### config.mk
export PLATFORM = sky130hd
export DESIGN_NAME = vic_top
export DESIGN_NICKNAME = d
export VERILOG_FILES = /design/src/rtl/vic_pkg.sv /design/src/rtl/vic_pin_sync.sv /design/src/rtl/vic_top.sv
export VERILOG_INCLUDE_DIRS = /design/src /design/src/rtl
export SDC_FILE = /design/constraint.sdc
export NUM_CORES = 1
export LEC_CHECK = 0
export BUFFER_PORTS_ARGS = -buffer_cell sky130_fd_sc_hd__buf_2
export CORE_MARGIN = 2
export CORE_UTILIZATION = 53
export CTS_CLUSTER_DIAMETER = 120
export DETAILED_ROUTE_END_ITERATION = 7
export PLACE_DENSITY = 0.87
export RECOVER_POWER = 50
export SLEW_MARGIN = 15
export SYNTH_ARGS = -nofsm -noshare
export SYNTH_HDL_FRONTEND = slang
export SYNTH_SLANG_ARGS = --single-unit
### constraint.sdc
create_clock -name REF_CLK_I -period 2.5 [get_ports REF_CLK_I]
set_input_delay 0.5 -clock REF_CLK_I [delete_from_list [all_inputs] [get_ports REF_CLK_I]]
set_output_delay 0.5 -clock REF_CLK_I [all_outputs]
set_load 0.02 [all_outputs]
### src/rtl/vic_map.svh
// Register map, field positions and constants of the interrupt controller
// Assumes word-aligned AHB-Lite access, byte address = 4 * index
//
// Operation
// - Five sources: external pin, timer 0, timer 1, interval timer, serial
// - Accept only with global accept flag and source enable both set
// - Software can read and clear every request flag for polling
// - Nesting limited to three levels
// - Enabled pending request releases stop or halt standby
// - Acceptance pushes bank register and five core flags, three levels
// - Data buffer and window register are not saved by hardware
// - Acceptance branches to a fixed per-source vector
// - Vectors: external pin 0005H, timer 0 0004H, timer 1 0003H
// - Vectors: interval timer 0002H, serial 0001H
// - Fixed priority: pin, timer 0, timer 1, interval timer, serial
// - A source event sets its request flag to 1
// - Start of service clears that source's request flag
// - Each source has an enable flag, 1 enables, 0 disables
// - External edge selected by edge-select bits at location 1FH
// - Accept op sets global flag; acceptance and mask op clear it
// - Reset clears the global accept flag
// - Edge select: 00 rising, 01 falling, 10 or 11 both
// - Writing 0 to the pin request flag cancels it
`ifndef VIC_MAP_SVH
`define VIC_MAP_SVH

// Register indices
`define VIC_IDX_PIN_LEVEL   6'h0f
`define VIC_IDX_EDGE_SEL    6'h1f
`define VIC_IDX_SIO_EN      6'h2e
`define VIC_IDX_SRC_EN      6'h2f
`define VIC_IDX_REQ_SIO     6'h3b
`define VIC_IDX_REQ_BTM     6'h3c
`define VIC_IDX_REQ_TM1     6'h3d
`define VIC_IDX_REQ_TM0     6'h3e
`define VIC_IDX_REQ_EXT     6'h3f
`define VIC_IDX_STATUS      6'h10

// Source positions, index order is priority order
`define VIC_SRC_EXT         0
`define VIC_SRC_TM0         1
`define VIC_SRC_TM1         2
`define VIC_SRC_BTM         3
`define VIC_SRC_SIO         4
`define VIC_NUM_SRC         5

// Vector addresses
`define VIC_VEC_EXT         16'h0005
`define VIC_VEC_TM0         16'h0004
`define VIC_VEC_TM1         16'h0003
`define VIC_VEC_BTM         16'h0002
`define VIC_VEC_SIO         16'h0001

// Edge select codes
`define VIC_EDGE_RISE       2'h0
`define VIC_EDGE_FALL       2'h1

// Nesting and reset values
`define VIC_NEST_DEPTH      2'h3
`define VIC_RST_EDGE        2'h0
`define VIC_RST_EN          5'h00
`define VIC_RST_REQ         5'h00

`endif

### src/rtl/vic_pkg.sv
// Types shared by the interrupt controller modules
// Assumes the constants in vic_map.svh
package vic_pkg;

   typedef enum logic [0:0] {
      VIC_IDLE  = 1'b0,
      VIC_OFFER = 1'b1
   } vic_state_t;

   typedef logic [4:0] vic_src_t;

endpackage

### src/rtl/vic_pin_sync.sv
// Three-stage synchroniser with agreement filter and edge pulses
// Assumes an asynchronous pin and one synchronous reset
`timescale 1ns/1ns
module vic_pin_sync (
   // Clock and reset
   input  wire logic clk_i,
   input  wire logic srst_i,
   // Pin and results
   input  wire logic pin_i,
   output logic      level_o,
   output logic      rise_o,
   output logic      fall_o
);
   logic [2:0] sync_reg;
   logic [2:0] sync_next;
   logic       level_reg;
   logic       level_next;
   logic       rise_reg;
   logic       rise_next;
   logic       fall_reg;
   logic       fall_next;

   // First stage feeds only the second; level moves when stages 2 and 3 agree
   always_comb begin
      sync_next  = {sync_reg[1:0], pin_i};
      level_next = level_reg;
      if (sync_reg[1] == sync_reg[2]) begin
         level_next = sync_reg[2];
      end
      rise_next = level_next & ~level_reg;
      fall_next = ~level_next & level_reg;
   end

   always_ff @(posedge clk_i) begin
      if (srst_i) begin
         sync_reg  <= 3'h0;
         level_reg <= 1'b0;
         rise_reg  <= 1'b0;
         fall_reg  <= 1'b0;
      end else begin
         sync_reg  <= sync_next;
         level_reg <= level_next;
         rise_reg  <= rise_next;
         fall_reg  <= fall_next;
      end
   end

   assign level_o = level_reg;
   assign rise_o  = rise_reg;
   assign fall_o  = fall_reg;

endmodule

### src/rtl/vic_top.sv
// Vectored interrupt controller with AHB-Lite register slave
// Assumes a core sequencer that acknowledges offers and signals returns
`timescale 1ns/1ns
`include "vic_map.svh"
module vic_top
   import vic_pkg::*;
#(
   parameter int PC_W = 16
) (
   // Clock and reset
   input  wire logic            REF_CLK_I,
   input  wire logic            SRST_I,
   // AHB-Lite slave
   input  wire logic            HSEL_I,
   input  wire logic [7:0]      HADDR_I,
   input  wire logic [1:0]      HTRANS_I,
   input  wire logic            HWRITE_I,
   input  wire logic [2:0]      HSIZE_I,
   input  wire logic [31:0]     HWDATA_I,
   input  wire logic            HREADY_I,
   output logic      [31:0]     HRDATA_O,
   output logic                 HREADYOUT_O,
   output logic                 HRESP_O,
   // Interrupt sources
   input  wire logic            EXT_PIN_I,
   input  wire logic            TM0_MATCH_I,
   input  wire logic            TM1_MATCH_I,
   input  wire logic            BTM_OVF_I,
   input  wire logic            SIO_END_I,
   // Core instruction events
   input  wire logic            ACCEPT_ON_OP_I,
   input  wire logic            MASK_ALL_OP_I,
   input  wire logic            ENTRY_ACK_I,
   input  wire logic            RETURN_I,
   // Core state to save
   input  wire logic [PC_W-1:0] RET_ADDR_I,
   input  wire logic [3:0]      BANK_I,
   input  wire logic [4:0]      CORE_FLAGS_I,
   // Core requests and restores
   output logic                 IRQ_REQ_O,
   output logic      [PC_W-1:0] VECTOR_O,
   output logic                 VECTOR_FETCH_O,
   output logic                 STANDBY_WAKE_O,
   output logic      [PC_W-1:0] RESTORE_ADDR_O,
   output logic      [3:0]      RESTORE_BANK_O,
   output logic      [4:0]      RESTORE_FLAGS_O,
   output logic                 RESTORE_VALID_O
);

   localparam int FRAME_W = PC_W + 9;

   // ****************************************
   // External pin conditioning
   // ****************************************
   logic pin_level;
   logic pin_rise;
   logic pin_fall;

   vic_pin_sync u_pin_sync (
      .clk_i   (REF_CLK_I),
      .srst_i  (SRST_I),
      .pin_i   (EXT_PIN_I),
      .level_o (pin_level),
      .rise_o  (pin_rise),
      .fall_o  (pin_fall)
   );

   // ****************************************
   // Bus slave
   // ****************************************
   logic        wr_pend_reg;
   logic        wr_pend_next;
   logic [5:0]  wr_idx_reg;
   logic [5:0]  wr_idx_next;
   logic [31:0] rdata_reg;
   logic [31:0] rdata_next;
   logic        ready_reg;
   logic        addr_ok;

   logic [1:0]  edge_reg;
   logic [1:0]  edge_next;
   vic_src_t    en_reg;
   vic_src_t    en_next;
   vic_src_t    req_reg;
   vic_src_t    req_next;
   logic        accept_reg;
   logic        accept_next;
   logic [1:0]  depth_reg;
   logic [1:0]  depth_next;

   function automatic logic [31:0] read_mux(input logic [5:0] idx);
      logic [31:0] d;
      d = 32'h0;
      case (idx)
         `VIC_IDX_PIN_LEVEL: d[0] = pin_level;
         `VIC_IDX_EDGE_SEL:  d[1:0] = edge_reg;
         `VIC_IDX_SIO_EN:    d[0] = en_reg[`VIC_SRC_SIO];
         `VIC_IDX_SRC_EN:    d[3:0] = en_reg[3:0];
         `VIC_IDX_REQ_SIO:   d[0] = req_reg[`VIC_SRC_SIO];
         `VIC_IDX_REQ_BTM:   d[0] = req_reg[`VIC_SRC_BTM];
         `VIC_IDX_REQ_TM1:   d[0] = req_reg[`VIC_SRC_TM1];
         `VIC_IDX_REQ_TM0:   d[0] = req_reg[`VIC_SRC_TM0];
         `VIC_IDX_REQ_EXT:   d[0] = req_reg[`VIC_SRC_EXT];
         `VIC_IDX_STATUS:    d[2:0] = {depth_reg, accept_reg};
         default:            d = 32'h0;
      endcase
      return d;
   endfunction

   // Zero wait states; unmapped reads give zero, writes vanish
   always_comb begin
      addr_ok      = HSEL_I & HREADY_I & HTRANS_I[1];
      wr_pend_next = addr_ok & HWRITE_I;
      wr_idx_next  = HADDR_I[7:2];
      rdata_next   = 32'h0;
      if (addr_ok & ~HWRITE_I) begin
         rdata_next = read_mux(HADDR_I[7:2]);
      end
   end

   always_ff @(posedge REF_CLK_I) begin
      if (SRST_I) begin
         wr_pend_reg <= 1'b0;
         wr_idx_reg  <= 6'h0;
         rdata_reg   <= 32'h0;
         ready_reg   <= 1'b0;
      end else begin
         wr_pend_reg <= wr_pend_next;
         wr_idx_reg  <= wr_idx_next;
         rdata_reg   <= rdata_next;
         ready_reg   <= 1'b1;
      end
   end

   // ****************************************
   // Request and enable flags
   // ****************************************
   vic_src_t src_evt;
   vic_src_t sw_wr;
   vic_src_t take_src;
   logic     ext_evt;
   logic     take;

   always_comb begin
      case (edge_reg)
         `VIC_EDGE_RISE: ext_evt = pin_rise;
         `VIC_EDGE_FALL: ext_evt = pin_fall;
         default:        ext_evt = pin_rise | pin_fall;
      endcase
   end

   assign src_evt = {SIO_END_I, BTM_OVF_I, TM1_MATCH_I, TM0_MATCH_I, ext_evt};

   always_comb begin
      sw_wr = 5'h0;
      if (wr_pend_reg) begin
         sw_wr[`VIC_SRC_EXT] = (wr_idx_reg == `VIC_IDX_REQ_EXT);
         sw_wr[`VIC_SRC_TM0] = (wr_idx_reg == `VIC_IDX_REQ_TM0);
         sw_wr[`VIC_SRC_TM1] = (wr_idx_reg == `VIC_IDX_REQ_TM1);
         sw_wr[`VIC_SRC_BTM] = (wr_idx_reg == `VIC_IDX_REQ_BTM);
         sw_wr[`VIC_SRC_SIO] = (wr_idx_reg == `VIC_IDX_REQ_SIO);
      end
   end

   // A new event always beats a clear in the same cycle
   always_comb begin
      req_next  = req_reg;
      en_next   = en_reg;
      edge_next = edge_reg;
      for (int i = 0; i < `VIC_NUM_SRC; i++) begin
         if (sw_wr[i]) begin
            req_next[i] = HWDATA_I[0];
         end else if (take & take_src[i]) begin
            req_next[i] = 1'b0;
         end
         if (src_evt[i]) begin
            req_next[i] = 1'b1;
         end
      end
      if (wr_pend_reg & (wr_idx_reg == `VIC_IDX_SRC_EN)) begin
         en_next[3:0] = HWDATA_I[3:0];
      end
      if (wr_pend_reg & (wr_idx_reg == `VIC_IDX_SIO_EN)) begin
         en_next[`VIC_SRC_SIO] = HWDATA_I[0];
      end
      if (wr_pend_reg & (wr_idx_reg == `VIC_IDX_EDGE_SEL)) begin
         edge_next = HWDATA_I[1:0];
      end
   end

   always_ff @(posedge REF_CLK_I) begin
      if (SRST_I) begin
         req_reg  <= `VIC_RST_REQ;
         en_reg   <= `VIC_RST_EN;
         edge_reg <= `VIC_RST_EDGE;
      end else begin
         req_reg  <= req_next;
         en_reg   <= en_next;
         edge_reg <= edge_next;
      end
   end

   // ****************************************
   // Priority and vector selection
   // ****************************************
   vic_src_t        live;
   vic_src_t        pick;
   logic [PC_W-1:0] pick_vec;

   // Held requests stay in req_reg until unmasked
   assign live = req_reg & en_reg;

   always_comb begin
      pick = live & (~live + 5'h1);
      case (pick)
         5'h01:   pick_vec = PC_W'(`VIC_VEC_EXT);
         5'h02:   pick_vec = PC_W'(`VIC_VEC_TM0);
         5'h04:   pick_vec = PC_W'(`VIC_VEC_TM1);
         5'h08:   pick_vec = PC_W'(`VIC_VEC_BTM);
         5'h10:   pick_vec = PC_W'(`VIC_VEC_SIO);
         default: pick_vec = '0;
      endcase
   end

   // ****************************************
   // Acceptance sequencer
   // ****************************************
   vic_state_t      state_reg;
   vic_state_t      state_next;
   vic_src_t        src_reg;
   vic_src_t        src_next;
   logic [PC_W-1:0] vec_reg;
   logic [PC_W-1:0] vec_next;
   logic            irq_reg;
   logic            irq_next;
   logic            fetch_reg;
   logic            fetch_next;
   logic            wake_reg;
   logic            wake_next;
   logic            can_take;

   // Depth check holds off a fourth level until a return
   assign can_take = accept_reg & (|live) & (depth_reg != `VIC_NEST_DEPTH);
   assign take     = (state_reg == VIC_OFFER) & ENTRY_ACK_I;
   assign take_src = src_reg;

   always_comb begin
      state_next  = state_reg;
      src_next    = src_reg;
      vec_next    = vec_reg;
      irq_next    = 1'b0;
      fetch_next  = 1'b0;
      accept_next = accept_reg;
      if (ACCEPT_ON_OP_I) begin
         accept_next = 1'b1;
      end
      if (MASK_ALL_OP_I) begin
         accept_next = 1'b0;
      end
      case (state_reg)
         VIC_IDLE: begin
            if (can_take & ~MASK_ALL_OP_I) begin
               state_next = VIC_OFFER;
               src_next   = pick;
               vec_next   = pick_vec;
               irq_next   = 1'b1;
            end
         end
         VIC_OFFER: begin
            irq_next = 1'b1;
            if (take) begin
               state_next  = VIC_IDLE;
               irq_next    = 1'b0;
               fetch_next  = 1'b1;
               accept_next = 1'b0;
            end else if (~accept_next | ~(|(src_reg & live))) begin
               // Offer withdrawn when masked or flag cleared by software
               state_next = VIC_IDLE;
               irq_next   = 1'b0;
            end
         end
         default: begin
            state_next = VIC_IDLE;
         end
      endcase
      wake_next = |live;
   end

   always_ff @(posedge REF_CLK_I) begin
      if (SRST_I) begin
         state_reg  <= VIC_IDLE;
         src_reg    <= 5'h0;
         vec_reg    <= '0;
         irq_reg    <= 1'b0;
         fetch_reg  <= 1'b0;
         accept_reg <= 1'b0;
         wake_reg   <= 1'b0;
      end else begin
         state_reg  <= state_next;
         src_reg    <= src_next;
         vec_reg    <= vec_next;
         irq_reg    <= irq_next;
         fetch_reg  <= fetch_next;
         accept_reg <= accept_next;
         wake_reg   <= wake_next;
      end
   end

   // ****************************************
   // Save stack
   // ****************************************
   // Data buffer and window register stay with handler software
   logic [FRAME_W-1:0] stack_reg  [`VIC_NEST_DEPTH];
   logic [FRAME_W-1:0] stack_next [`VIC_NEST_DEPTH];
   logic [FRAME_W-1:0] rest_reg;
   logic [FRAME_W-1:0] rest_next;
   logic               rest_vld_reg;
   logic               rest_vld_next;
   logic               pop;

   assign pop = RETURN_I & (depth_reg != 2'h0) & ~take;

   always_comb begin
      stack_next    = stack_reg;
      depth_next    = depth_reg;
      rest_next     = rest_reg;
      rest_vld_next = 1'b0;
      if (take) begin
         stack_next[depth_reg] = {RET_ADDR_I, BANK_I, CORE_FLAGS_I};
         depth_next = depth_reg + 2'h1;
      end else if (pop) begin
         rest_next     = stack_reg[depth_reg - 2'h1];
         rest_vld_next = 1'b1;
         depth_next    = depth_reg - 2'h1;
      end
   end

   always_ff @(posedge REF_CLK_I) begin
      if (SRST_I) begin
         for (int i = 0; i < `VIC_NEST_DEPTH; i++) begin
            stack_reg[i] <= '0;
         end
         depth_reg    <= 2'h0;
         rest_reg     <= '0;
         rest_vld_reg <= 1'b0;
      end else begin
         stack_reg    <= stack_next;
         depth_reg    <= depth_next;
         rest_reg     <= rest_next;
         rest_vld_reg <= rest_vld_next;
      end
   end

   // ****************************************
   // Outputs
   // ****************************************
   assign HRDATA_O        = rdata_reg;
   assign HREADYOUT_O     = ready_reg;
   assign HRESP_O         = 1'b0;
   assign IRQ_REQ_O       = irq_reg;
   assign VECTOR_O        = vec_reg;
   assign VECTOR_FETCH_O  = fetch_reg;
   assign STANDBY_WAKE_O  = wake_reg;
   assign RESTORE_ADDR_O  = rest_reg[FRAME_W-1:9];
   assign RESTORE_BANK_O  = rest_reg[8:5];
   assign RESTORE_FLAGS_O = rest_reg[4:0];
   assign RESTORE_VALID_O = rest_vld_reg;

endmodule

* Word level (Yosys, flattened, before mapping)
Cells that the tools add are included.
** Storage, ports and cells
- Register bits :: 186
- Bits in latches :: 0
- RAM bits :: 0
- ROM bits :: 0
- Bits of input ports :: 84
- Output and inout port bits :: 79
- Memories :: 0
** Operators by class
- $add $sub $neg :: 3
- $mul :: 0
- Divide/modulo/power cells :: 0
- Order comparisons :: 3
- Eq/ne operators :: 26
- Shift-type cells :: 0
- Mux-type cells :: 41
- Bitwise logic cells :: 38
- Reductions and logical operators :: 17
** Operators by type and width (number)
- 6-bit equality test, second input constant :: 14
- 75-bit bitwise mux :: 1
- 25-bit two-way mux :: 3
- 25-bit binary-select mux with 2-bit select :: 1
- 25-bit demux with 2-bit select :: 1
- 1-bit two-way mux :: 26
- 1-bit bitwise AND :: 20
- 6-bit by 5-bit equality test with 1-bit output, second input constant :: 3
- 5-bit bitwise AND :: 3
- 3-bit case mux with 5 select lines :: 1
- 3-bit nonzero test :: 5
- 1-bit NOT :: 10
- 1-bit case mux with 10 select lines :: 1
- 5-bit OR reduction :: 2
- 6-bit by 4-bit equality test with 1-bit output, second input constant :: 1
- 3-bit >= comparator, second input constant :: 2
- 2-bit NOT with 3-bit output :: 2
- 1-bit case mux with 2 select lines :: 3
- 2-bit OR reduction :: 3
- 5-bit by 1-bit adder with 5-bit output, second input constant :: 1
- 5-bit by 1-bit equality test with 1-bit output, second input constant :: 1
- 5-bit by 2-bit equality test with 1-bit output, second input constant :: 1
- 5-bit by 3-bit equality test with 1-bit output, second input constant :: 1
- 5-bit by 4-bit equality test with 1-bit output, second input constant :: 1
- 17 further kinds :: 21

* Longest topological paths before layout
Gate-level depths: netlist (run 1).
- Word-level depth :: 8
- Mapped depth :: 8
- Gate-level depth less buffers :: 6

* Cells and area by module
Synthesis (run 1) repeated with hierarchy kept, for this count alone.
** Unflattened totals
- Cell total of the unflattened synthesis :: 742
- Area total of the unflattened synthesis :: 6208.5 um^2
** By module, submodules not included
- vic_top :: times used 1, cells each 728, area an instance 6030.8 um^2, sequential area each 2782.7 um^2
- vic_pin_sync :: times used 1, cells each 14, area an instance 177.7 um^2, sequential area each 120.1 um^2

* Worst setup path before layout (run 1)
Ideal clock, no wire load.
- Path kind :: reg-to-reg
- Start :: reg depth_reg[0]
- End :: reg rest_reg[10]
- Data arrival time :: 1.755 ns
- Data required time :: 2.367 ns
- Slack :: 0.613 ns
- Cell stages (with the launch flop) :: 9
- Cell sequence :: dfxtp_1 -> buf_2 -> inv_1 -> ha_1 -> nor2b_1 -> nand2_1 -> clkbuf_1 -> a221oi_1 -> a21oi_1
** Between the ends
- Longest elaborated chain between the ends :: 5
- Elaborated cells on any way between the ends :: 9
- Those cells by class :: add/sub: 1; mux: 3; bitwise: 3; reduce/logical: 2
** Ends and longest elaborated chain
- start, declared :: line vic_top.sv:88 : logic [1:0] depth_reg;
- start signal, assigned :: line vic_top.sv:348 : depth_reg <= depth_next;
- 2-bit by 1-bit subtractor with 2-bit output :: line vic_top.sv:332 : rest_next = stack_reg[depth_reg - 2'h1];
- 2-bit NOT with 3-bit output (not written as such) :: line vic_top.sv:332
- 25-bit binary-select mux with 2-bit select :: line vic_top.sv:332
- 25-bit two-way mux (not written as such) (2 in a row) :: line vic_top.sv:332
- end signal, assigned :: line vic_top.sv:349 : rest_reg <= rest_next;
- end, declared :: line vic_top.sv:315 : logic [FRAME_W-1:0] rest_reg;
Several ways; a longest one is shown, not always the timed one. The select of a mux whose other input is x is not followed.
A chain may end at the register's enable or synchronous reset.

* Worst setup path after layout (run 1)
- Start :: reg depth_reg[0]
- End :: reg stack_reg[45] (netlist name)
** Between the ends
- Longest elaborated chain between the ends :: 6
- Elaborated cells on any way between the ends :: 7
- Those cells by class :: order compare: 2; mux: 3; bitwise: 1; reduce/logical: 1
** Ends and longest elaborated chain
- 2-bit NOT with 3-bit output (not written as such) * :: line vic_top.sv:329 : stack_next[depth_reg] = {RET_ADDR_I, BANK_I, CORE_FLAGS_I};
- 3-bit >= comparator (not written as such) or 3-bit by 1-bit < comparator with 1-bit output (tied branches) :: line vic_top.sv:329
- 1-bit logical AND (not written as such) :: line vic_top.sv:329
- 25-bit two-way mux (not written as such) :: line vic_top.sv:329
- 25-bit demux with 2-bit select * :: line vic_top.sv:329
- 75-bit bitwise mux * :: line vic_top.sv:329
- end signal, assigned :: line vic_top.sv:347 : stack_reg <= stack_next;
- end, declared :: line vic_top.sv:313 : logic [FRAME_W-1:0] stack_reg [`VIC_NEST_DEPTH];
Mark *: on every way between the ends. The rest lies on a longest branch, timed or not.

==> impl_results.md, run 1 <==
* Root Buffer: clkbuf_16
* Die area at 12,400 µm²
* Wirelength per Cell at 15.7 µm
* Total GRT Usage at 24.4%
* CTS Buf Count at 17
* PortBufs at 86
* CP Data Arrival Time at 2420 ps
* Largest net degree at the start of global routing at 115
* Crit Path Category: reg2reg
* First-pass GRT wire length at 24,300 µm
* Starting Density at 54.0%
* Row cnt at 39
* Min Tclk post-route at 2100 ps
* Cell Area, Synth at 6120 µm²
* Leak at 2.58 nW
* Antenna-violating nets left at 0
* Fin crit share at 83.9%
* Pre-CTS setup slack at 469 ps
* Die width at 111 µm
* Worst-skew pair later-pin latency at 430 ps
* Worst setup EP type: flip-flop
* CTS sink cnt at 145
* Post-CTS Hold Fix Bufs at 0
* H-tree depth at 4
* Post-CTS Setup Inserts at 0
* Share of cells above drive strength 1 at 14.7%
* Slew of the pin with the lowest slew margin at 1260 ps
* Clock power share at 45.8%
* Fmax at 477 MHz
* # IOs at 163
* Synth async-reset ratio at 0%
* Worst Path Required at 2820 ps
* Total power divided by cell area at 786 nW/µm²
* Clock Skew at 9.12 ps
* Post-DP HPWL at 9510 µm
* Non-filler instance count after layout at 955
* Combinational power share at 10.2%
* Syn avg cell area at 8.40 µm²
* Switching power at 0.00147 W
* Antenna diodes at 0
* Vias in the first global route at 5,109
* Critical Path Source Type: flip-flop
* Internal power at 0.00405 W
* EDFF count, synth at 0
* Grt ovf at 0
* CTS tree: done
* RSZ-0062 raised after global routing: false
* Most frequent cells in the layout: nand2_1 (193), dfxtp_1 (145), a21oi_1 (113)
* Final core utilization at 62.1%
* Unique masters post-synth at 44
* CORE AREA at 11,300 µm²
* Synth Instances at 728
* Final WS setup at 403 ps
* Crit Path Max Fanout at 25
* Synth-to-layout area growth at 15.0%
* Max reg flops at 75
* Antenna violations before repair at 0
* Switching Share at 26.6%
* HP Class: in2reg
* Total Routed Length at 15,000 µm
* Die height at 111 µm
* Slew Limit Headroom at 16.0%
* Flop pwr share at 44.0%
* Clk slew on worst S/H paths at 60 ps
* Most common cell after layout, fill and taps aside: nand2_1
* Placed Instances at 924
* Main flop type after synthesis: dfxtp_1
* Drt drc at 0
* Largest buffer count on any clock path at 2
* Routability cong. at 0.884
* Layout Nets at 888
* Pins Over Slew Limit at 0
* Register area share after synthesis at 47.5%
* Ys Warns at 0
* Final setup vio count at 0
* Status: finished clean
* Vias/cell at 5.64
* Via count at 5,382
* Drt first-iter violations at 411
* Fin. Hold Viols at 0
* Setup TNS at 0 ps
* Number of synthesized register bits at 145
* Post_cts resized at 0
* Peak VDD IR at 0.465 mV
* 1st-pass router iterations at 6
* Max cap viols at 0
-- critical path: stages (launching register included) --
cell and delay, ps:
dfxtp_1 370, clkbuf_1 390, ha_1 240, and3_1 160
clkbuf_2 460, nand2_1 150, a21oi_1 210
-- stage by stage --
step / power (W) / cell area [µm²] / hold WS, ps
after detailed placement: 0.00306 / 6510 / 429
after CTS: 0.00555 / 7100 / 254
final: 0.00553 / 7030 / 264
after global placement: 0.00305 / 6510 / 419
after floorplan: 0.00290 / 6270 / 406
after global routing: 0.00571 / 7030 / 249
-- final timing paths --
kind                            slack, ps                   start  cells after the start           endpoint
worst max-delay path                  400            depth_reg[0]                      6      stack_reg[45]
worst min-delay path                  260                HWRITE_I                      2        HRDATA_O[3]
worst max register to register        400            depth_reg[0]                      6      stack_reg[45]
worst min register to register        430  u_pin_sync.sync_reg[1]                      1  u_pin_sync.fall_o
-- final cells by class --
| cell class | instances | area, µm² |
|---|---|---|
| clock buffers | 18 | 439 |
| clock inverters | 13 | 154 |
| fillers | 1011 | 4290 |
| inverters | 10 | 37.5 |
| multi-input cells | 525 | 2830 |
| flip-flops and latches | 145 | 2900 |
| well taps | 143 | 179 |
| repair buffers | 101 | 488 |
-- cells in the mapped netlist, types with 2 or more instances --
| cell | n | share of area, % |
|---|---|---|
| a221oi_1 | 25 | 3.6 |
| a22oi_1 | 2 | 0.25 |
| mux2i_1 | 18 | 2.9 |
| buf_4 | 42 | 5.2 |
| nor4b_1 | 3 | 0.43 |
| and3_1 | 4 | 0.41 |
| nor4_1 | 4 | 0.41 |
| o21ai_0 | 3 | 0.25 |
| nor4bb_1 | 2 | 0.33 |
| dfxtp_1 | 145 | 47 |
| a21boi_0 | 4 | 0.49 |
| clkbuf_1 | 44 | 2.7 |
| nand4_1 | 4 | 0.41 |
| a31o_1 | 2 | 0.29 |
| nor2_1 | 22 | 1.4 |
| mux2_2 | 25 | 4.6 |
| a21oi_1 | 113 | 9.2 |
| nor2b_1 | 10 | 1.0 |
| a31oi_1 | 4 | 0.41 |
| nor3b_1 | 3 | 0.37 |
| nand2_1 | 193 | 12 |
| a32o_1 | 2 | 0.33 |
| buf_2 | 3 | 0.25 |
| ha_1 | 4 | 0.82 |
| nor3_1 | 11 | 0.90 |
| inv_1 | 9 | 0.55 |
| or4b_1 | 2 | 0.33 |
| and2_1 | 2 | 0.20 |
| nand3_1 | 8 | 0.65 |
-- power groups by stage --
| stage | clock (W) | combinational, W | sequential (W) |
|---|---|---|---|
| after CTS | 0.00255 | 0.000579 | 0.00243 |
| after detailed placement | 0 | 0.000577 | 0.00248 |
| final | 0.00253 | 0.000562 | 0.00243 |
| after floorplan | 0 | 0.000354 | 0.00254 |
| after global routing | 0.00266 | 0.000607 | 0.00244 |
| after global placement | 0 | 0.000569 | 0.00248 |
-- cells by family (layout without fill, tap and decap cells) --
group           after synthesis  in the layout  synth area share [%]
other cells                   1             42                0.0613
buf+inv                      99            142                  8.72
flops                       145            145                  47.5
mux                          43             43                  7.55
simple gates                270            270                  18.9
xor+xnor                      1              1                 0.143
fa+ha+maj                     4              4                 0.818
compound gates              165            165                  16.4
-- layer usage --
layer | global-route usage (%) | routed length [µm]
met1 | 30.4 | 6170
met2 | 39.5 | 7080
met3 | 7.02 | 1310
met4 | 10.9 | 461
met5 | 0 | 0
No activity file was read; power rests on OpenSTA's default activity.
==> run 2: changes to the inputs <==
CORE_UTILIZATION = 47   (was 53)
PLACE_DENSITY = 0.82   (was 0.87)
clock period = 1.8 ns   (was 2.5 ns; I/O delays follow)
==> run 2 against run 1 <==
  * Die area grew 12%
  * Clock power grew 29%
  * First-iteration DRC count shrank 18%
  * Global-route usage shrank 3.2 points
  * Count of clock-buffer cells in the layout grew 3
  * Routed wire length shrank 1.8%
  * Register-to-register slack lost 340 ps
  * Clock skew shrank 3.6 ps
  * Utilization shrank 5.0 points
  * Worst hold slack lost 140 ps
  * Highest routed layer unchanged
  * Largest cell class unchanged
  * Flip-flop and latch count is the same
==> impl_results.md, run 2 (synthesis gave the netlist of run 1 again) <==
* Crit path max-delay cell type: or4b_4 (was clkbuf_2)
* Most common cell after layout, fill and taps aside: nand2_1 (unchanged)
* Vias in the first global route at 4,776 (was 5,109)
* Die area at 13,900 µm² (was 12,400 µm²)
* Total GRT Usage at 21.2% (was 24.4%)
* CORE AREA at 12,700 µm² (was 11,300 µm²)
* Combinational power share at 11.5% (was 10.2%)
* Flop pwr share at 45.0% (was 44.0%)
* Total Routed Length at 14,700 µm (was 15,000 µm)
* Placed instance area at 6740 µm² (was 6510 µm²)
* Drt first-iter violations at 338 (was 411)
* Fmax at 574 MHz (was 477 MHz)
* Crit Path Category: reg2reg (unchanged)
* Synth-to-layout area growth at 18.4% (was 15.0%)
* Routability cong. at 0.898 (was 0.884)
* Internal power at 0.00556 W (was 0.00405 W)
* Worst path max stage delay at 580 ps (was 460 ps)
* H-tree depth at 4 (unchanged)
* Tot Pwr at 0.00751 W (was 0.00553 W)
* Fin crit share at 96.7% (was 83.9%)
* Critical Path Source Type: flip-flop (unchanged)
* Final setup vio count at 0 (unchanged)
* Die height at 118 µm (was 111 µm)
* Total power divided by cell area at 1040 nW/µm² (was 786 nW/µm²)
* CTS sink cnt at 145 (unchanged)
* HP Class: in2reg (unchanged)
* Antenna diodes at 0 (unchanged)
* Worst-skew pair later-pin latency at 420 ps (was 430 ps)
* 1st-pass router iterations at 5 (was 6)
* Drt drc at 0 (unchanged)
* CTS tree: done (unchanged)
* Worst Path Required at 2090 ps (was 2820 ps)
* Grt ovf at 0 (unchanged)
* Layout Nets at 908 (was 888)
* Final Instance Area at 7240 µm² (was 7030 µm²)
* Clock power share at 43.5% (was 45.8%)
* Max reg flops at 75 (unchanged)
* Worst setup EP type: flip-flop (unchanged)
* Most frequent cells in the layout: nand2_1 (193), dfxtp_1 (143), a21oi_1 (113) (was nand2_1 (193), dfxtp_1 (145), a21oi_1 (113))
* Largest net degree at the start of global routing at 115 (unchanged)
* Post-CTS Setup Inserts at 0 (unchanged)
* Min Tclk post-route at 1740 ps (was 2100 ps)
* Slew Limit Headroom at 63.5% (was 16.0%)
* Antenna-violating nets left at 0 (unchanged)
* First-pass GRT wire length at 23,800 µm (was 24,300 µm)
* Switching Share at 26.0% (was 26.6%)
* Vias/cell at 5.24 (was 5.64)
* Leak at 2.67 nW (was 2.58 nW)
* CP Data Arrival Time at 2030 ps (was 2420 ps)
* Post-CTS Hold Fix Bufs at 0 (unchanged)
* Pins Over Slew Limit at 0 (unchanged)
* Via count at 5,257 (was 5,382)
* Post-DP HPWL at 9380 µm (was 9510 µm)
* PortBufs at 86 (unchanged)
* Wirelength per Cell at 14.7 µm (was 15.7 µm)
* Root Buffer: clkbuf_16 (unchanged)
* Share of cells above drive strength 1 at 16.7% (was 14.7%)
* Status: finished clean (unchanged)
* Row cnt at 41 (was 39)
* Die width at 118 µm (was 111 µm)
* Fin. Hold Viols at 0 (unchanged)
* Clock Skew at 5.50 ps (was 9.12 ps)
* # IOs at 163 (unchanged)
* Peak VDD IR at 0.602 mV (was 0.465 mV)
* Filler Cell Count at 1,176 (was 1,011)
* Slew of the pin with the lowest slew margin at 540 ps (was 1260 ps)
* Switching power at 0.00195 W (was 0.00147 W)
* Starting Density at 48.3% (was 54.0%)
* Clk slew on worst S/H paths at 60 ps (about the same)
* CTS Buf Count at 17 (unchanged)
* Crit Path Max Fanout at 5 (was 25)
* Largest buffer count on any clock path at 2 (unchanged)
* Max cap viols at 0 (unchanged)
* Antenna violations before repair at 0 (unchanged)
* Sequence of cells on the critical path: ha_4, or4b_4, a31oi_4, mux2i_1, nor2_1 (was clkbuf_1, ha_1, and3_1, clkbuf_2, nand2_1, a21oi_1)
==> run 2: path summary, 6_finish.rpt <==
kind | start | end | slack, ps | cells after the start
setup reg to reg | depth_reg[0] | VECTOR_O[1] | 60 | 5
setup / recovery | depth_reg[0] | VECTOR_O[1] | 60 | 5
hold / removal | HWRITE_I | HRDATA_O[3] | 130 | 2
hold reg to reg | u_pin_sync.sync_reg[1] | u_pin_sync.fall_o | 440 | 1
==> run 2: power by group through the flow <==
stage / clock, W / sequential [W] / combinational (W)
floorplan: 0 / 0.00353 / 0.000495
global placement: 0 / 0.00344 / 0.000873
detailed placement: 0 / 0.00344 / 0.000882
CTS: 0.00332 / 0.00337 / 0.000883
global route: 0.00346 / 0.00339 / 0.000930
finish: 0.00326 / 0.00338 / 0.000866
==> run 2: repair_timing <==
action,4_1_cts,5_1_grt
resized for setup,1,5
endpoints found under the setup margin,4,9
pin swaps,0,2
==> run 2: metal layers <==
layer  global-route usage [%]  up-vias  share of wire [%]
li1                         -     2601                  -
met1                     28.0     2443                 45
met2                     33.3      197                 47
met3                     5.57       16                6.5
met4                     7.83        0                1.3
met5                        0        -                  0
==> run 2: worst max-delay path, delay by kind of cell, from the launching register on <==
kind / cells / cell delay [ps]
AO/OA/AOI/OAI: 1 / 250
adder cells (fa/ha/maj): 1 / 170
flip-flops: 1 / 350
multiplexers: 1 / 220
AND/OR/NAND/NOR: 2 / 630
==> run 2: metrics by stage <==
stage	utilization (%)	setup TNS (ps)	instances	setup WS (ps)	hold WS, ps
6_report	57.1	0	1003	58.7	128
5_1_grt	57.1	-1.83	1003	-1.83	125
4_1_cts	57.5	0	1003	22.6	111
3_5_place_dp	53.2	-125	973	-36.6	431
2_1_floorplan	-	0	769	5.85	406
3_3_place_gp	53.2	-16.3	973	-11.7	432
==> run 2: area by class of cell <==
class	count	area [µm²]	area share, %
Timing Repair Buffer	121	674	9.32
Multi-Input combinational cell	525	2860	39.5
Clock inverter	9	86.3	1.19
Sequential cell	145	2910	40.1
Tap cell	172	215	2.97
Clock buffer	21	460	6.36
Inverter	10	37.5	0.519
